**src/dtp_pkg.sv**
```systemverilog
// Purpose: constants for the dual timer / pwm cascade block
// Assumes: avalon-mm slave with 32-bit data, word-indexed registers
// Notes:   byte address of a register is four times its index
package dtp_pkg;
	localparam int          ADDR_W          = 4;
	// register indices (byte address = index * 4)
	localparam logic [3:0]  IDX_PERIOD_ONE  = 4'h0;
	localparam logic [3:0]  IDX_PERIOD_TWO  = 4'h1;
	localparam logic [3:0]  IDX_DUTY_ONE    = 4'h2;
	localparam logic [3:0]  IDX_DUTY_TWO    = 4'h3;
	localparam logic [3:0]  IDX_IRQ_STATUS  = 4'h4;
	localparam logic [3:0]  IDX_IRQ_CLEAR   = 4'h5;
	localparam logic [3:0]  IDX_IRQ_ENABLE  = 4'h6;
	localparam logic [3:0]  IDX_PWM_CTRL    = 4'h7;
	localparam logic [3:0]  IDX_TMR_CTRL    = 4'h8;
	localparam logic [3:0]  IDX_COUNTERS    = 4'h9;
	// pwm_channel_control fields
	localparam int          PC_CH1_EN_BIT   = 0;
	localparam int          PC_CH2_EN_BIT   = 1;
	localparam int          PC_CASCADE_BIT  = 2;
	localparam logic [7:0]  PC_WRITE_MASK   = 8'h07;
	// timer_enable_prescale fields
	localparam int          TC_DIV1_LSB     = 0;
	localparam int          TC_DIV2_LSB     = 3;
	localparam int          TC_EN1_BIT      = 6;
	localparam int          TC_EN2_BIT      = 7;
	// reset values
	localparam logic [7:0]  RST_PWM_CTRL    = 8'h00;
	localparam logic [7:0]  RST_TMR_CTRL    = 8'h00;
	localparam logic [7:0]  RST_BYTE        = 8'h00;
	localparam logic [1:0]  RST_IRQ         = 2'h0;
	localparam logic [31:0] UNMAPPED_DATA   = 32'h0000_0000;
endpackage

```
**src/dtp_top.sv**
```systemverilog
// Purpose: dual 8-bit timer / pwm with 16-bit cascade, avalon-mm slave
// Assumes: single 250 MHz clock, synchronous active-high reset
// Notes:   counters are readable through a status word for observability
// Functional notes
// (RQ1) software keeps pwm off when used as timer
// (RQ2) pwm control: cascade, ch2 enable, ch1 enable
// (RQ3) timer control: enables and two prescale fields
// (RQ4) timer setup order: period, irq, prescale, enable
// (RQ5) cascade merges channels into one 16-bit pwm
// (RQ6) channel two supplies upper byte in cascade
// (RQ7) cascade uses prescaler one, upper counts on carry
// (RQ8) cascade uses channel-one flag and output
// (RQ9) period match: clear, set output, latch, flag
// (RQ10) duty match drives low; duty latched at wrap
// (RQ11) eight prescale ratios, cleared by reset
// (RQ12) timers halt in sleep unless conversion runs
// (RQ13) cascade compares full 16-bit values
`timescale 1ns/1ps
module dtp_top (
	input  wire logic                       core_clk_i,
	input  wire logic                       srst_i,
	input  wire logic [dtp_pkg::ADDR_W-1:0] avs_address_i,
	input  wire logic                       avs_read_i,
	input  wire logic                       avs_write_i,
	input  wire logic [31:0]                avs_writedata_i,
	input  wire logic [3:0]                 avs_byteenable_i,
	input  wire logic                       sleep_i,
	input  wire logic                       adc_busy_i,
	output logic [31:0]                     avs_readdata_o,
	output logic                            avs_waitrequest_o,
	output logic                            pwm_one_o,
	output logic                            pwm_two_o,
	output logic                            irq_o
);
	import dtp_pkg::*;

	typedef enum logic [1:0] {
		DTP_IDLE = 2'b01,
		DTP_DONE = 2'b10
	} dtp_bus_t;

	dtp_bus_t   bus_state;
	logic [7:0] pwm_channel_control;
	logic [7:0] timer_enable_prescale;
	logic [7:0] period_value_one;
	logic [7:0] period_value_two;
	logic [7:0] duty_buffer_one;
	logic [7:0] duty_buffer_two;
	logic [1:0] irq_status;
	logic [1:0] irq_enable;
	logic [7:0] counter_one;
	logic [7:0] counter_two;
	logic [7:0] duty_latch_one;
	logic [7:0] duty_latch_two;
	logic       raw_pwm_one;
	logic       raw_pwm_two;
	logic       wrap_one;
	logic       wrap_two;
	logic       tick_one;
	logic       tick_two;
	logic       run_ok;
	logic       cascade_select;
	logic       counter_one_enable;
	logic       counter_two_enable;
	logic       ch_tick_two;
	logic       hit_one;
	logic       hit_two;
	logic       dhit_one;
	logic       dhit_two;
	logic       dzero_one;
	logic       dzero_two;
	logic [1:0] irq_events;
	logic       wr_acc;
	logic       rd_acc;
	logic [7:0] next_count_one;
	logic [7:0] next_count_two;
	logic [7:0] next_upper;

	assign cascade_select     = pwm_channel_control[PC_CASCADE_BIT];
	assign counter_one_enable = timer_enable_prescale[TC_EN1_BIT];
	assign counter_two_enable = timer_enable_prescale[TC_EN2_BIT];
	// sleep halts counting unless a conversion is in flight
	assign run_ok = !sleep_i || adc_busy_i; // [RQ12]

	// reads launch data at the taking edge; writes land only at the answer edge,
	// the one where the master sees waitrequest low
	assign wr_acc = avs_write_i && (bus_state == DTP_DONE);
	assign rd_acc = avs_read_i && (bus_state == DTP_IDLE);

	// one-hot bus handshake; waitrequest is low only in the cycle after a taken request
	always_ff @(posedge core_clk_i) begin
		if (srst_i) begin
			bus_state <= DTP_IDLE;
		end else begin
			case (bus_state)
				DTP_IDLE: if (avs_read_i || avs_write_i) bus_state <= DTP_DONE;
				DTP_DONE: bus_state <= DTP_IDLE;
				default:  bus_state <= DTP_IDLE;
			endcase
		end
	end

	// registered waitrequest: low exactly in the answer cycle
	always_ff @(posedge core_clk_i) begin
		if (srst_i) begin
			avs_waitrequest_o <= 1'b1;
		end else begin
			avs_waitrequest_o <= !((avs_read_i || avs_write_i) && bus_state == DTP_IDLE);
		end
	end

	// control registers; upper pwm control bits are held at zero
	always_ff @(posedge core_clk_i) begin
		if (srst_i) begin
			pwm_channel_control   <= RST_PWM_CTRL;
			timer_enable_prescale <= RST_TMR_CTRL; // [RQ11]
		end else if (wr_acc && avs_byteenable_i[0]) begin
			if (avs_address_i == IDX_PWM_CTRL)
				pwm_channel_control <= avs_writedata_i[7:0] & PC_WRITE_MASK; // [RQ2]
			if (avs_address_i == IDX_TMR_CTRL)
				timer_enable_prescale <= avs_writedata_i[7:0]; // [RQ3]
		end
	end

	// period and duty buffers; duty may be written at any time
	always_ff @(posedge core_clk_i) begin
		if (srst_i) begin
			period_value_one <= RST_BYTE;
			period_value_two <= RST_BYTE;
			duty_buffer_one  <= RST_BYTE;
			duty_buffer_two  <= RST_BYTE;
		end else if (wr_acc && avs_byteenable_i[0]) begin
			case (avs_address_i)
				IDX_PERIOD_ONE: period_value_one <= avs_writedata_i[7:0];
				IDX_PERIOD_TWO: period_value_two <= avs_writedata_i[7:0];
				IDX_DUTY_ONE:   duty_buffer_one  <= avs_writedata_i[7:0]; // [RQ10]
				IDX_DUTY_TWO:   duty_buffer_two  <= avs_writedata_i[7:0];
				default:        ;
			endcase
		end
	end

	// prescalers; channel two's prescaler is ignored in cascade
	dtp_prescaler u_div_one (
		.core_clk_i (core_clk_i),
		.srst_i     (srst_i),
		.run_i      (counter_one_enable && run_ok),
		.div_sel_i  (timer_enable_prescale[TC_DIV1_LSB +: 3]), // [RQ11]
		.tick_o     (tick_one)
	);
	dtp_prescaler u_div_two (
		.core_clk_i (core_clk_i),
		.srst_i     (srst_i),
		.run_i      (counter_two_enable && run_ok && !cascade_select),
		.div_sel_i  (timer_enable_prescale[TC_DIV2_LSB +: 3]),
		.tick_o     (tick_two)
	);

	// count after the coming tick; the duty match looks ahead so that the pin
	// falls on the very tick that brings the count to the latched duty
	assign next_count_one = counter_one + 8'h01;
	assign next_count_two = counter_two + 8'h01;
	assign next_upper     = (counter_one == 8'hff) ? next_count_two : counter_two;

	// matches: 8-bit alone, full 16-bit concatenation in cascade
	always_comb begin
		if (cascade_select) begin
			hit_one   = {counter_two, counter_one} == {period_value_two, period_value_one}; // [RQ13] [RQ6]
			hit_two   = hit_one;
			dhit_one  = {duty_latch_two, duty_latch_one} == {next_upper, next_count_one}; // [RQ13]
			dhit_two  = dhit_one;
			dzero_one = {duty_buffer_two, duty_buffer_one} == 16'h0000;
			dzero_two = dzero_one;
		end else begin
			hit_one   = counter_one == period_value_one; // [RQ9]
			hit_two   = counter_two == period_value_two;
			dhit_one  = duty_latch_one == next_count_one; // [RQ10]
			dhit_two  = duty_latch_two == next_count_two;
			dzero_one = duty_buffer_one == 8'h00;
			dzero_two = duty_buffer_two == 8'h00;
		end
	end

	// upper byte counts on carry from the lower byte or on the 16-bit wrap
	assign ch_tick_two = cascade_select
		? (tick_one && (counter_one == 8'hff || hit_one)) // [RQ7] [RQ5]
		: tick_two;

	dtp_channel u_ch_one (
		.core_clk_i   (core_clk_i),
		.srst_i       (srst_i),
		.tick_i       (tick_one),
		.period_hit_i (hit_one),
		.duty_hit_i   (dhit_one),
		.duty_zero_i  (dzero_one),
		.pwm_en_i     (pwm_channel_control[PC_CH1_EN_BIT]),
		.duty_buf_i   (duty_buffer_one),
		.count_o      (counter_one),
		.duty_latch_o (duty_latch_one),
		.pwm_o        (raw_pwm_one),
		.wrap_o       (wrap_one)
	);
	dtp_channel u_ch_two (
		.core_clk_i   (core_clk_i),
		.srst_i       (srst_i),
		.tick_i       (ch_tick_two),
		.period_hit_i (hit_two),
		.duty_hit_i   (dhit_two),
		.duty_zero_i  (dzero_two),
		.pwm_en_i     (pwm_channel_control[PC_CH2_EN_BIT] && !cascade_select),
		.duty_buf_i   (duty_buffer_two),
		.count_o      (counter_two),
		.duty_latch_o (duty_latch_two),
		.pwm_o        (raw_pwm_two),
		.wrap_o       (wrap_two)
	);

	// pins registered once more; in cascade only channel one speaks
	always_ff @(posedge core_clk_i) begin
		if (srst_i) begin
			pwm_one_o <= 1'b0;
			pwm_two_o <= 1'b0;
		end else begin
			pwm_one_o <= raw_pwm_one; // [RQ8]
			pwm_two_o <= raw_pwm_two && !cascade_select;
		end
	end

	// channel two flag is silent in cascade, flag one covers both bytes
	assign irq_events = {wrap_two && !cascade_select, wrap_one}; // [RQ8] [RQ9]

	// sticky status, set wins over write-one-to-clear
	always_ff @(posedge core_clk_i) begin
		if (srst_i) begin
			irq_status <= RST_IRQ;
		end else if (wr_acc && avs_address_i == IDX_IRQ_CLEAR && avs_byteenable_i[0]) begin
			irq_status <= (irq_status & ~avs_writedata_i[1:0]) | irq_events;
		end else begin
			irq_status <= irq_status | irq_events;
		end
	end

	// enable register gates status onto the level interrupt
	always_ff @(posedge core_clk_i) begin
		if (srst_i) begin
			irq_enable <= RST_IRQ;
		end else if (wr_acc && avs_address_i == IDX_IRQ_ENABLE && avs_byteenable_i[0]) begin
			irq_enable <= avs_writedata_i[1:0];
		end
	end

	// irq is one cycle behind status, registered for a clean pin
	always_ff @(posedge core_clk_i) begin
		if (srst_i) begin
			irq_o <= 1'b0;
		end else begin
			irq_o <= |(irq_status & irq_enable);
		end
	end

	// read data mux; unmapped and write-only offsets read zero
	always_ff @(posedge core_clk_i) begin
		if (srst_i) begin
			avs_readdata_o <= UNMAPPED_DATA;
		end else if (rd_acc) begin
			case (avs_address_i)
				IDX_PERIOD_ONE: avs_readdata_o <= {24'h0, period_value_one};
				IDX_PERIOD_TWO: avs_readdata_o <= {24'h0, period_value_two};
				IDX_DUTY_ONE:   avs_readdata_o <= {24'h0, duty_buffer_one};
				IDX_DUTY_TWO:   avs_readdata_o <= {24'h0, duty_buffer_two};
				IDX_IRQ_STATUS: avs_readdata_o <= {30'h0, irq_status};
				IDX_IRQ_ENABLE: avs_readdata_o <= {30'h0, irq_enable};
				IDX_PWM_CTRL:   avs_readdata_o <= {24'h0, pwm_channel_control};
				IDX_TMR_CTRL:   avs_readdata_o <= {24'h0, timer_enable_prescale};
				IDX_COUNTERS:   avs_readdata_o <= {16'h0, counter_two, counter_one};
				default:        avs_readdata_o <= UNMAPPED_DATA;
			endcase
		end
	end
endmodule

```
**src/dtp_prescaler.sv**
```systemverilog
// Purpose: one prescaler producing a one-cycle tick enable
// Assumes: run gates counting; a stopped prescaler restarts from zero
// Notes:   divide codes 0..7 give 1,2,4,8,16,64,128,256
`timescale 1ns/1ps
module dtp_prescaler (
	input  wire logic       core_clk_i,
	input  wire logic       srst_i,
	input  wire logic       run_i,
	input  wire logic [2:0] div_sel_i,
	output logic            tick_o
);
	import dtp_pkg::*;
	logic [7:0] count;
	logic [7:0] limit;

	// terminal count per code; 32 is skipped on purpose
	always_comb begin
		case (div_sel_i)
			3'h0:    limit = 8'h00;
			3'h1:    limit = 8'h01;
			3'h2:    limit = 8'h03;
			3'h3:    limit = 8'h07;
			3'h4:    limit = 8'h0f;
			3'h5:    limit = 8'h3f;
			3'h6:    limit = 8'h7f;
			default: limit = 8'hff;
		endcase
	end

	// tick is registered: it is high in the cycle after the count sits at its limit
	always_ff @(posedge core_clk_i) begin
		if (srst_i || !run_i) begin
			count  <= RST_BYTE;
			tick_o <= 1'b0;
		end else if (count >= limit) begin
			count  <= RST_BYTE;
			tick_o <= 1'b1;
		end else begin
			count  <= count + 8'h01;
			tick_o <= 1'b0;
		end
	end
endmodule

```
**src/dtp_channel.sv**
```systemverilog
// Purpose: one 8-bit period counter with duty latch and pwm output
// Assumes: tick_i is a one-cycle enable; compare values come from outside
// Notes:   in cascade the top feeds 16-bit match results into both halves
`timescale 1ns/1ps
module dtp_channel (
	input  wire logic       core_clk_i,
	input  wire logic       srst_i,
	input  wire logic       tick_i,
	input  wire logic       period_hit_i,
	input  wire logic       duty_hit_i,
	input  wire logic       duty_zero_i,
	input  wire logic       pwm_en_i,
	input  wire logic [7:0] duty_buf_i,
	output logic [7:0]      count_o,
	output logic [7:0]      duty_latch_o,
	output logic            pwm_o,
	output logic            wrap_o
);
	import dtp_pkg::*;

	// counter wraps to zero on the tick after a period match
	always_ff @(posedge core_clk_i) begin
		if (srst_i) begin
			count_o <= RST_BYTE;
		end else if (tick_i) begin
			count_o <= period_hit_i ? RST_BYTE : count_o + 8'h01;
		end
	end

	// duty buffer is taken only at wrap
	always_ff @(posedge core_clk_i) begin
		if (srst_i) begin
			duty_latch_o <= RST_BYTE;
		end else if (tick_i && period_hit_i) begin
			duty_latch_o <= duty_buf_i;
		end
	end

	// output rises at wrap unless the new duty is zero; duty_hit_i compares the
	// coming count, so it falls on the tick that reaches duty, not one clock late
	always_ff @(posedge core_clk_i) begin
		if (srst_i || !pwm_en_i) begin
			pwm_o <= 1'b0;
		end else if (tick_i && period_hit_i) begin
			pwm_o <= !duty_zero_i;
		end else if (tick_i && duty_hit_i) begin
			pwm_o <= 1'b0;
		end
	end

	// one-cycle wrap pulse for the interrupt logic
	always_ff @(posedge core_clk_i) begin
		if (srst_i) begin
			wrap_o <= 1'b0;
		end else begin
			wrap_o <= tick_i && period_hit_i;
		end
	end
endmodule

```
**config.mk**
```make
export PLATFORM = sky130hd
export DESIGN_NAME = dtp_top
export DESIGN_NICKNAME = d
export VERILOG_FILES = /design/src/dtp_pkg.sv /design/src/dtp_top.sv /design/src/dtp_prescaler.sv /design/src/dtp_channel.sv
export SDC_FILE = /design/constraint.sdc
export NUM_CORES = 1
export LEC_CHECK = 0
export ABC_AREA = 1
export BUFFER_PORTS_ARGS = -buffer_cell sky130_fd_sc_hd__buf_2
export CORE_UTILIZATION = 35
export DETAILED_ROUTE_END_ITERATION = 10
export SETUP_SLACK_MARGIN = 0.5
export SYNTH_ARGS = -nofsm -noshare
export SYNTH_HDL_FRONTEND = slang
export SYNTH_HIERARCHICAL = 1
export SYNTH_SLANG_ARGS = --single-unit
```
**constraint.sdc**
```tcl
create_clock -name core_clk_i -period 3.3 [get_ports core_clk_i]
set_input_delay 0.33 -clock core_clk_i [delete_from_list [all_inputs] [get_ports core_clk_i]]
set_output_delay 0.33 -clock core_clk_i [all_outputs]
set_load 0.005 [all_outputs]
```
* Word-level counts from Yosys, hierarchy flattened
Cells that the tools add are included.
** Storage, ports and cells
- Flip-flop bits (word level) :: 139
- Bits in latches :: 0
- RAM bits :: 0
- Memory bits (read-only) :: 0
- Input bits :: 46
- Output and inout port bits :: 36
- Word-level logic and storage cells :: 141
- Memories kept :: 0
** Cells by class
- Add/subtract/negate cells :: 4
- Multipliers :: 0
- Div/mod/pow operators :: 0
- Order comparisons :: 2
- Equality and inequality tests :: 30
- Shifts and indexed selects :: 0
- Muxes and demuxes :: 20
- Bitwise logic cells :: 6
- Reduce and logical (&&, ||, !) cells :: 53
** Operators by type and width (number)
- $pmux W16 S9 :: 1
- $pmux W8 S7 :: 2
- $add A8 B1 Y8 const B :: 4
- $eq A16 B16 Y1 :: 2
- $eq A8 B8 Y1 :: 4
- $mux W8 :: 3
- $logic_and A1 B1 Y1 :: 19
- $eq A3 B3 Y1 const B :: 6
- $eq A4 B3 Y1 const B :: 4
- $ge A8 B8 Y1 :: 2
- $logic_not A16 Y1 :: 1
- $logic_not A8 Y1 :: 2
- $mux W1 :: 13
- $eq A3 B2 Y1 const B :: 4
- $reduce_and A2 Y1 :: 6
- $logic_not A1 Y1 :: 9
- $eq A4 B2 Y1 const B :: 2
- $eq A4 B4 Y1 const B :: 2
- $eq A8 B8 Y1 const B :: 1
- $reduce_or A2 Y1 :: 4
- $logic_or A1 B1 Y1 :: 7
- $eq A3 B1 Y1 const B :: 2
- $logic_not A3 Y1 :: 2
- $and A2 B2 Y2 :: 2
- other kinds (9) :: 11

* Logic depth before layout (Yosys ltp)
Gate-level depths: netlist (run 1).
- Depth in word-level cells :: 8
- Gate-level depth with buffers :: 19
- Gate-level depth less buffers :: 17

* Hierarchy
The synthesis (run 1) kept the hierarchy.
** By module, submodules not included
- dtp_top :: times used 1, cells an instance 655, area each 4219.0 µm², seq. area each 1381.3 µm²
- dtp_channel :: times used 2, cells an instance 102, area each 792.0 µm², seq. area each 360.3 µm²
- dtp_prescaler :: times used 2, cells an instance 84, area each 608.1 µm², seq. area each 180.2 µm²

* Least setup slack after synthesis (run 1)
Ideal clock, no wire load.
- Kind :: register -> register
- From :: register u_ch_one.count_o[0]
- To :: register u_ch_two.count_o[5]
- Arrival time :: 1.902 ns
- Required time :: 3.191 ns
- Path slack :: 1.289 ns
- Cell stages (with the launch flop) :: 17
- Path through :: dfxtp_1 -> ha_1 -> nand2_2 -> nor2_4 -> nand2_4 -> buf_6 -> nand2_1 -> nand3_1 -> nand2_1 -> buf_6 -> nand2_2 -> nor2_4 -> nand2_1 -> nand2_1 -> nand2_1 -> nand2_1 -> inv_1
** Between the ends
- Cells in the longest elaborated chain, start to end :: 5
- Elaborated cells on any way between the ends :: 9
** Ends and longest elaborated chain
- start: declaration :: line dtp_channel.sv:14 : output logic [7:0] count_o,
- start signal: assignment :: line dtp_channel.sv:26 : count_o <= period_hit_i ? RST_BYTE : count_o + 8'h01;
- $eq A16 B16 Y1 or $eq A8 B8 Y1 (tied branches) :: line dtp_top.sv:168, dtp_top.sv:175
- $mux W1 :: line dtp_top.sv:167 : if (cascade_select) begin
- $logic_or A1 B1 Y1 * :: line dtp_top.sv:186 : ? (tick_one && (counter_one == 8'hff || hit_one))
- $logic_and A1 B1 Y1 * :: line dtp_top.sv:186
- $mux W1 * :: line dtp_top.sv:186
- named net ch_tick_two :: line dtp_top.sv:65 : logic ch_tick_two;
- end signal: assignment :: line dtp_channel.sv:26
- end: declaration :: line dtp_channel.sv:14
The timed path passes the listed nets; every way through them passes the cells marked *.
A chain may end at the register's enable or synchronous reset.

* Worst setup path in the final report (run 1)
- From :: register u_ch_one.count_o[1]
- To :: register u_ch_two.count_o[5]
Same word-level chain as after synthesis.

==> metrics.txt, run 1 <==
status complete, no violations; pwr dens 443 nW/um2; Post-Place Setup Slack 0.812 ns; CORE AREA 19,600 um2; Buf+Inv Stages, Crit Path 1; final setup TNS 0 ns; WL per Instance 14.2 um; synth warn 6; CP startpoint kind flip-flop; Post-synth ARST share 0; CTS tree built; relative slew slack 0.423; DRT Pass-1 Iters 5; Routed Antenna Nets 0; via-per-instance ratio 4.79; power share of the combinational group 0.033; placer congestion estimate 0.966; H-tree Lvls 4; Int Pwr 2760 uW; dpl cell area 7400 um2; first-pass GRT wire length 30,800 um; Most common cell on crit path nand2_1; Switching Fraction 0.223; Site Rows 51; Die Y 144 um; post-synth cell types 40; total power 3550 uW; Setup WS post-layout 0.823 ns; PostCTS Resize Cnt 0; critical path class flip-flop to flip-flop; Net Switching 791 uW; Post-CTS Setup Inserts 0; Die Wd 144 um; worst hold path class primary input to flip-flop; RSZ-0062 raised after global routing false; top_reg_cell synth dfxtp_1; Yosys top cell area share 0.351; min Tclk post-route 2.48 ns; WL final 19,100 um; Initial DRC Count 457; Remaining Overflow, GRT 0; Synth-to-Final Area Change 14.2%; Final setup viols 0; final non-filler cell area 8020 um2; Cell Area, Synth 7020 um2; top post-synthesis cells by area dfxtp_1 35%, nand2_1 16%, inv_1 6.5%; Clock transition at path regs 0.06 ns; Yosys reg bits 123; WP data required 3.63 ns; number of synthesized flops with an enable pin 0; CTS Buffer Depth 2; largest net degree at the start of global routing 46; share of layout cells above drive strength 1 0.137; cell chain of the critical path ha_1 > nand2_2 > nor2_4 > nand2_4 > nand2_1 > nand3_1 > nand2_1 > nand2_2 > nor2_4 > nand2_1 > nand2_1 > nand2_1 > nand2_1 > inv_1; final hold viol count 0; worst-skew pair later-pin latency 0.42 ns; Slew @ Worst Pin 0.861 ns; vias in the first global route 5,906; Initial Utilization 0.358; CP arrival 2.80 ns; Reg power frac 0.420; Post-route DRC 0; worst clock skew 0.00691 ns; fmax 0.404 GHz; area leader, netlist dfxtp_1; Fillers 2,082; final period utilization 0.751; CTS Hold Buffers Added 0; fin nets 1,138; slowest cell on the critical path dfxtp_1; initial antenna violation count 0; ant diodes 0; Root Buffer clkbuf_16; Critical Path End Type flip-flop; crit-path max cell delay 0.51 ns; Clk pwr share 0.547; peak fanout along the critical path 12; Max Cap Viol 0; DR vias 6,453; Port Buffers 38; Final HPWL DP 14,100 um; Peak VDD IR 0.384 mV; Pleak 0.00354 uW; io pins 82; Die Area 20,600 um2; global-route usage over all layers 0.199; Num CTS Buffers 17; syn avg cell area 6.83 um2; Gate Count Post-Synth 1,027; sequential area share after synthesis 0.351; delay-heaviest family, CP simple AND/OR/NAND/NOR gates; Sink Count 123; max-slew violations 0
[kinds of logic after synthesis]
kind of cell / synth area share
DFF: 0.351
other: 0.000534
adders and majority gates: 0.0392
and+or+nand+nor: 0.348
xor gates and xnor gates: 0.0337
buffers and inverters: 0.106
AOI/OAI and AO/OA: 0.121
[path summary, 6_finish.rpt]
kind | slack, ns | start | to | cells after the start
setup reg to reg | 0.82 | u_ch_one/count_o[1] | u_ch_two/count_o[5] | 14
setup / recovery | 0.82 | u_ch_one/count_o[1] | u_ch_two/count_o[5] | 14
hold / removal | 0.22 | avs_read_i | bus_state[1] | 3
hold reg to reg | 0.43 | u_ch_one/pwm_o | pwm_one_o | 2
[metal layers]
metal / part of all wire / routed length [um] / vias to the layer above / GRT usage
met5: 0 / 0 / - / 0
met4: 0.030 / 569 / 0 / 0.0879
met3: 0.054 / 1030 / 33 / 0.0407
met2: 0.43 / 8280 / 183 / 0.302
met1: 0.48 / 9250 / 2905 / 0.271
li1: - / - / 3332 / -
[final cells by class]
type | instances | area (um2) | share of cell area
tap | 265 | 332 | 0.0414
inverter | 126 | 478 | 0.0596
clock buffer | 21 | 470 | 0.0587
timing repair buffer | 48 | 265 | 0.0331
multi-input combinational | 754 | 3870 | 0.482
sequential | 123 | 2460 | 0.307
clock inverter | 11 | 143 | 0.0178
[power groups by stage]
stage                     Sequential, uW  Clock (uW)  Combinational, uW
final                               1490        1940                116
after global routing                1490        2040                129
after CTS                           1490        1970                116
after global placement              1520           0                116
after floorplan                     1520           0               83.2
after detailed placement            1520           0                116
[cell usage in the layout, fill, tap and decap left out, types with 2 or more instances in the layout]
cell / n
a21boi_0: 2
buf_2: 38
a21o_1: 2
a21oi_1: 86
nand3_2: 8
clkinv_4: 2
nor2_1: 78
nand2_4: 5
nor3_1: 7
dfxtp_1: 123
clkbuf_16: 17
nand3b_1: 3
xor2_1: 8
xnor2_1: 19
inv_4: 2
clkinvlp_4: 2
buf_4: 10
inv_2: 3
nor2_2: 18
conb_1: 16
nor3b_1: 2
ha_1: 22
nor3_2: 2
nand3_1: 55
o21ai_0: 61
inv_1: 121
nor2_8: 2
o31ai_1: 4
nand3_4: 2
bufinv_16: 3
nand2_2: 16
clkinv_2: 4
o22ai_1: 4
nor4_1: 4
nand4_1: 12
nor2_4: 9
clkbuf_8: 3
nand2_1: 301
[Yosys cell counts, types with 8 or more instances]
cell      instances
nand3_1          55
o21ai_0          61
xnor2_1          19
a21oi_1          86
nand4_1          12
nor2_2           18
inv_1           121
nor2_4            9
dfxtp_1         123
nand2_1         301
clkbuf_1          8
nand2_2          16
xor2_1            8
ha_1             22
nor2_1           78
nand3_2           8
buf_4            21
[flip-flops by register name (all words and copies together) (netlist names), 2 cells and up]
signal	count
avs_readdata_o	16
duty_buffer_one	8
duty_buffer_two	8
period_value_one	8
period_value_two	8
timer_enable_prescale	8
u_ch_one/count_o	8
u_ch_one/duty_latch_o	8
u_ch_two/count_o	8
u_ch_two/duty_latch_o	8
u_div_one/count	8
u_div_two/count	8
pwm_channel_control	3
bus_state	2
irq_enable	2
irq_status	2
[per-stage QoR]
step	std cells	hold WS, ns	utilization
finish	1348	0.221	0.409
global route	1348	0.226	0.409
CTS	1348	0.205	0.409
detailed placement	1316	0.430	0.378
global placement	1316	0.422	0.378
floorplan	1042	0.399	-
[worst register-to-register path, cell delays in order, from the launching register on]
cell	delay [ns]
dfxtp_1	0.51
ha_1	0.27
nand2_2	0.10
nor2_4	0.22
nand2_4	0.17
nand2_1	0.10
nand3_1	0.06
nand2_1	0.36
nand2_2	0.14
nor2_4	0.17
nand2_1	0.07
nand2_1	0.08
nand2_1	0.06
nand2_1	0.05
inv_1	0.03
Power figures use the tool's default switching activity.
==> run 2, diff against run 1 <==
Settings changed: ABC_AREA 1 to 0.
Clock period 3.3 ns to 2.5 ns, I/O delays scaled along.
==> run 2 against run 1 <==
Effect of this change: hold slack worse by 0.18 ns; first-iteration DRC count down 20%; combinational power up 36%; sequential power up 32%; via count down 8.4%; synthesized cell count down 25%; non-clock buffer count up 50.
==> metrics.txt, run 2 <==
Post-synth ARST share 0 (unchanged); share of layout cells above drive strength 1 0.232 (+0.0956); Gate Count Post-Synth 771 (-25%); Site Rows 50 (-2.0%); crit-path max cell delay 0.35 ns (-0.16 ns); Worst R2R Setup Slack 0.23 ns (-0.59 ns); max-slew violations 0 (unchanged); synth warn 6 (unchanged); Final setup viols 0 (unchanged); Post-route DRC 0 (unchanged); Buf+Inv Stages, Crit Path 2 (+1); CORE AREA 18,600 um2 (-4.8%); io pins 82 (unchanged); delay-heaviest family, CP simple AND/OR/NAND/NOR gates; Port Buffers 38 (unchanged); Remaining Overflow, GRT 0 (unchanged); sequential area share after synthesis 0.371 (+0.0199); Num CTS Buffers 17 (unchanged); Peak VDD IR 0.516 mV (+34%); number of synthesized flops with an enable pin 0 (unchanged); placer congestion estimate 0.857 (-11%); Yosys reg bits 123 (unchanged); number of flip-flops under the largest register name 16 (unchanged); first-pass GRT wire length 28,500 um (-7.7%); DRT Pass-1 Iters 5 (unchanged); WP data required 2.83 ns (-0.80 ns); H-tree Lvls 4 (unchanged); Root Buffer clkbuf_16; Crit. Startpoint u_ch_one/count_o[3]; final core area utilization 0.443 (+0.0335); Die Y 140 um (-2.7%); post-synth cell types 65 (+63%); peak fanout along the critical path 6 (-6); initial antenna violation count 0 (unchanged); Clock transition at path regs 0.05 ns (about the same); Die Area 19,500 um2 (-5.3%); CP startpoint kind flip-flop; Initial DRC Count 364 (-20%); top post-synthesis cells by area dfxtp_1 37%, mux2i_1 4.8%, xor2_1 4.4%; Sink Count 123 (unchanged); final period utilization 0.908 (+0.157); FF-to-FF Start u_ch_one/count_o[3]; cell chain of the critical path buf_6 > xor2_1 > nor4_1 > nand2_1 > a21oi_2 > o211ai_1 > o21ai_1 > buf_4 > nand4_4 > or3_1 > a21oi_1; global-route usage over all layers 0.186 (-0.0130); ant diodes 0 (unchanged); relative slew slack 0.578 (+0.156); Final HPWL DP 12,700 um (-9.8%); Critical Path End Type flip-flop; FF-to-FF End u_ch_two/count_o[7]; CP arrival 2.60 ns (-0.20 ns); Largest Register avs_readdata_o; Initial Utilization 0.356 (-0.00200); Yosys top cell area share 0.371 (+0.0199); final non-filler cell area 8250 um2 (+2.9%); Max Cap Viol 0 (unchanged); WL final 18,100 um (-5.1%); final hold viol count 0 (unchanged); Slew @ Worst Pin 0.632 ns (-0.229 ns); CTS Buffer Depth 2 (unchanged); dpl cell area 7180 um2 (-3.1%); most common cell after layout, fill and taps aside dfxtp_1; WL per Instance 16.6 um (+17%); worst clock skew 0.00916 ns (+0.00225 ns); most frequent cells in the layout 103 x dfxtp_1, 70 x nor2_1, 69 x nand2_1, 53 x buf_4, 51 x a21oi_1; min Tclk post-route 2.27 ns (-0.207 ns); via-per-instance ratio 5.40 (+13%); critical path class flip-flop to flip-flop; status complete, no violations; CTS tree built; pwr dens 557 nW/um2 (+26%); multi-input logic area 4110 um2 (+6.3%); area leader, netlist dfxtp_1; largest net degree at the start of global routing 30 (-35%); Reg2Reg Depth 11 (-3); Synth-to-Final Area Change 24.2%; FF/Latch Area 2520 um2 (+2.3%); syn avg cell area 8.62 um2 (+26%); worst hold path class primary input to flip-flop; Cell Area, Synth 6640 um2 (-5.4%); number of cells on the critical path 11 (-3); final setup TNS 0 ns (unchanged); Routed Antenna Nets 0 (unchanged); DR vias 5,911 (-8.4%); vias in the first global route 5,390 (-8.7%); count leader, synth dfxtp_1; fin nets 917 (-19%); synth cell count leaders 123 x dfxtp_1, 72 x nor2_1, 71 x nand2_1; top_reg_cell synth dfxtp_1; RSZ-0062 raised after global routing true; fmax 0.441 GHz (+9.1%); Fillers 1,791 (-14%); Pleak 0.00326 uW (-7.9%); Die Wd 140 um (-2.7%); crit path to u_ch_two/count_o[7]; slowest cell on the critical path dfxtp_4; worst-skew pair later-pin latency 0.42 ns (about the same)
## run 2: cell types whose count changed in the layout (fill, tap and decap cells not counted), moves of 15 or more
cell     previous run  this run
buf_4              10        53
a22o_1              0        17
mux2i_1             0        32
a21oi_1            86        51
nand2_1           301        69
nand2_2            16         1
o21ai_0            61        22
xor2_1              8        32
inv_1             121        16
a22oi_1             0        20
dfxtp_1           123       103
## run 2: layout make-up
| class | instances | share of cell area |
|---|---|---|
| multi-input combinational | 593 | 0.498 |
| sequential | 123 | 0.305 |
| timing repair buffer | 98 | 0.0819 |
| clock buffer | 24 | 0.0585 |
| tap | 234 | 0.0355 |
| clock inverter | 7 | 0.0135 |
| inverter | 16 | 0.00728 |
## run 2: worst min-delay path by stage
stage | from | slack [ns] | cells after the start | to
global placement | u_ch_one/wrap_o | 0.42 | 2 | irq_status[0]
global route | avs_read_i | 0.03 | 2 | avs_waitrequest_o
detailed placement | u_ch_one/wrap_o | 0.44 | 2 | irq_status[0]
CTS | avs_read_i | 0.02 | 2 | avs_waitrequest_o
finish | avs_read_i | 0.04 | 2 | avs_waitrequest_o
floorplan | srst_i | 0.31 | 1 | u_ch_one/count_o[1]
## run 2: report_power, final
part | switching [uW] | internal, uW | leakage, uW
clock network | 841 | 1640 | 0.000294
logic | 113 | 44.6 | 0.00196
registers | 3.43 | 1950 | 0.00101
## run 2: timing repair
item / CTS / global route
pin swaps: 22 / 27
resized for setup: 45 / 26
setup buffers: 16 / 9
setup endpoints to repair: 40 / 52
gates cloned: 3 / 0
hold buffers: 0 / 0
## run 2: logic make-up after synthesis
group | Yosys count | share of synthesized area
buf+inv | 73 | 0.0569
xor+xnor | 55 | 0.0725
simple gates | 300 | 0.230
compound gates | 159 | 0.166
fa+ha+maj | 22 | 0.0414
flops | 123 | 0.371
other cells | 1 | 0.000565
mux | 38 | 0.0623
## run 2: metal layers
metal  track usage  vias to the layer above  routed length, um
li1              -                     2919                  -
met1         0.248                     2792               8290
met2         0.296                      178               8610
met3        0.0409                       22                945
met4        0.0642                        0                299
met5             0                        -                  0
## run 2: per-stage QoR
stage	cells	setup WS (ns)	power (uW)	hold slack, ns
3_5_place_dp	1036	0.138	2160	0.440
4_1_cts	1086	0.285	4650	0.0231
5_1_grt	1095	0.132	4770	0.0322
2_1_floorplan	786	0.365	2120	0.309
3_3_place_gp	1036	0.148	2160	0.425
6_report	1095	0.230	4600	0.0421
## run 2: worst register-to-register path, delay by kind of cell (launching register included)
family	cells	cell delay, ns
buffers and inverters	2	0.32
AOI/OAI and AO/OA	4	0.50
xor gates and xnor gates	1	0.13
DFF	1	0.35
and+or+nand+nor	4	0.87
==> run 3, diff against run 2 <==
--- a/config.mk
+++ b/config.mk
@@ -10,4 +10,5 @@
 export CORE_UTILIZATION = 35
 export DETAILED_ROUTE_END_ITERATION = 10
+export REMOVE_ABC_BUFFERS = 1
 export SETUP_SLACK_MARGIN = 0.5
 export SYNTH_ARGS = -nofsm -noshare
==> constraint.sdc (replaced) <==
create_clock -name core_clk_i -period 2.5 [get_ports core_clk_i]
set_input_delay 0.25 -clock core_clk_i [delete_from_list [all_inputs] [get_ports core_clk_i]]
set_output_delay 0.25 -clock core_clk_i [all_outputs]
set_load 0.05 [all_outputs]
==> run 3 against run 2 <==
Effect of this change: final cell count rose by 0.91%; via count up 0.27%; non-clock buffer count up 11; largest power group unchanged; wire length is 1.9% higher; clock power down 8.9%.
==> metrics.txt, run 3 (synthesized netlist as in run 2, its figures left out) <==
met1 GRT Util 0.252 (+0.00441); Die Y 140 um (unchanged); fin nets 927 (+1.1%); Peak VDD IR 0.505 mV (-2.0%); Initial DRC Count 393 (+8.0%); Critical Path End Type flip-flop; largest net degree at the start of global routing 31 (+3.3%); Slew @ Worst Pin 0.591 ns (-0.0411 ns); slowest cell on the critical path or4_4; Hold WS 0.0453 ns (+0.00325 ns); Max Cap Viol 0 (unchanged); RSZ-0062 raised after global routing true; share of layout cells above drive strength 1 0.247 (+0.0146); Post-Place Setup Slack 0.0613 ns (-0.0763 ns); Die Wd 140 um (unchanged); Num CTS Buffers 17 (unchanged); io pins 82 (unchanged); total power 4440 uW (-3.5%); Fillers 1,830 (+2.2%); crit-path max cell delay 0.52 ns (+0.17 ns); pwr dens 535 nW/um2 (-3.9%); WL final 18,500 um (+1.9%); Clock transition at path regs 0.06 ns (about the same); peak fanout along the critical path 5 (-1); final non-filler cell area 8290 um2 (+0.44%); Die Area 19,500 um2 (unchanged); Post-route DRC 0 (unchanged); first-pass GRT wire length 29,400 um (+3.2%); Routed Antenna Nets 0 (unchanged); most frequent cells in the layout 103 x dfxtp_1, 69 x nand2_1, 69 x nor2_1, 61 x buf_4, 51 x a21oi_1; Site Rows 50 (unchanged); min Tclk post-route 2.25 ns (-0.0177 ns); Sink Count 123 (unchanged); CORE AREA 18,600 um2 (unchanged); delay-heaviest family, CP compound AO/OA/AOI/OAI gates; initial antenna violation count 0 (unchanged); status complete, no violations; CTS tree built; worst hold path class primary input to flip-flop; CP arrival 2.54 ns (-0.06 ns); ant diodes 0 (unchanged); worst-skew pair later-pin latency 0.42 ns (about the same); number of flip-flops under the largest register name 16 (unchanged); max-slew violations 0 (unchanged); Final HPWL DP 13,100 um (+2.9%); vias in the first global route 5,608 (+4.0%); Pleak 0.00330 uW (+1.3%); Remaining Overflow, GRT 0 (unchanged); final hold viol count 0 (unchanged); critical path class flip-flop to flip-flop; via-per-instance ratio 5.36 (-0.64%); DR vias 5,927 (+0.27%); Most Used Layer, Global Route met2; Largest Register avs_readdata_o; Setup WS post-layout 0.248 ns (+0.0177 ns); worst clock skew 0.00568 ns (-0.00349 ns); Port Buffers 38 (unchanged); M2 GR Usage 0.314 (+0.0182); CTS Buffer Depth 2 (unchanged); placer congestion estimate 0.862 (+0.67%); Synth-to-Final Area Change 24.8%; Final setup viols 0 (unchanged); most common cell after layout, fill and taps aside dfxtp_1; fmax 0.444 GHz (+0.79%); Buf+Inv Stages, Crit Path 1 (-1); WL per Instance 16.7 um (+0.94%); final setup TNS 0 ns (unchanged); H-tree Lvls 4 (unchanged); met3 Use GR 0.0379 (-0.00310); dpl cell area 7220 um2 (+0.66%); DRT Pass-1 Iters 4 (-1); global-route usage over all layers 0.193 (+0.00663); relative slew slack 0.606 (+0.0274); final period utilization 0.901 (-0.00710); cell chain of the critical path ha_4 > buf_6 > nor4_4 > a31oi_1 > o211a_1 > or4_4 > o22ai_4 > o21ai_1 > a2bb2oi_2 > nor3b_2; Initial Utilization 0.356 (unchanged); WP data required 2.78 ns (-0.05 ns); Root Buffer clkbuf_16; CP startpoint kind flip-flop; CTS Hold Buffers Added 0 (unchanged)
[run 3: worst paths after layout]
check / from / endpoint / slack [ns] / cells past startpoint
max: u_ch_one/count_o[1] / u_ch_two/pwm_o / 0.25 / 10
max reg2reg: u_ch_one/count_o[1] / u_ch_two/pwm_o / 0.25 / 10
min: avs_read_i / avs_waitrequest_o / 0.05 / 2
min reg2reg: avs_readdata_o[0] / avs_readdata_o[0] / 0.45 / 2
[run 3: layout make-up]
class / instances / area [um2] / area share
Clock inverter: 8 / 70.1 / 0.00845
Sequential cell: 123 / 2500 / 0.302
Multi-Input combinational cell: 592 / 4130 / 0.499
Clock buffer: 23 / 468 / 0.0565
Inverter: 16 / 60.1 / 0.00725
Timing Repair Buffer: 109 / 761 / 0.0918
Tap cell: 234 / 293 / 0.0353
[run 3: repair_timing]
item / 4_1_cts / 5_1_grt
resized for setup: 60 / 35
cloned: 2 / 1
setup buffers: 12 / 10
pin swaps: 29 / 24
endpoints found under the setup margin: 47 / 52
[run 3: metal layers]
metal,vias up,part of all wire
li1,2933,-
met1,2811,0.46
met2,151,0.48
met3,32,0.045
met4,0,0.021
met5,-,0
[run 3: where the power goes]
part           switching (uW)  internal, uW  leakage (uW)  total, uW
logic                     170          44.4       0.00204        215
clock network             857          1400      0.000263       2260
registers                3.51          1960       0.00100       1960
total                    1030          3400       0.00330       4440
[run 3: worst register-to-register path: stages, from the launching register on]
cell and delay, ns:
dfxtp_4 0.37, ha_4 0.19, buf_6 0.13, nor4_4 0.11
a31oi_1 0.07, o211a_1 0.22, or4_4 0.52, o22ai_4 0.17
o21ai_1 0.11, a2bb2oi_2 0.16, nor3b_2 0.05
[run 3: per-stage QoR]
step,instances,util
finish,1105,0.445
global route,1105,0.445
CTS,1094,0.432
detailed placement,1049,0.388
global placement,1049,0.388
floorplan,729,-
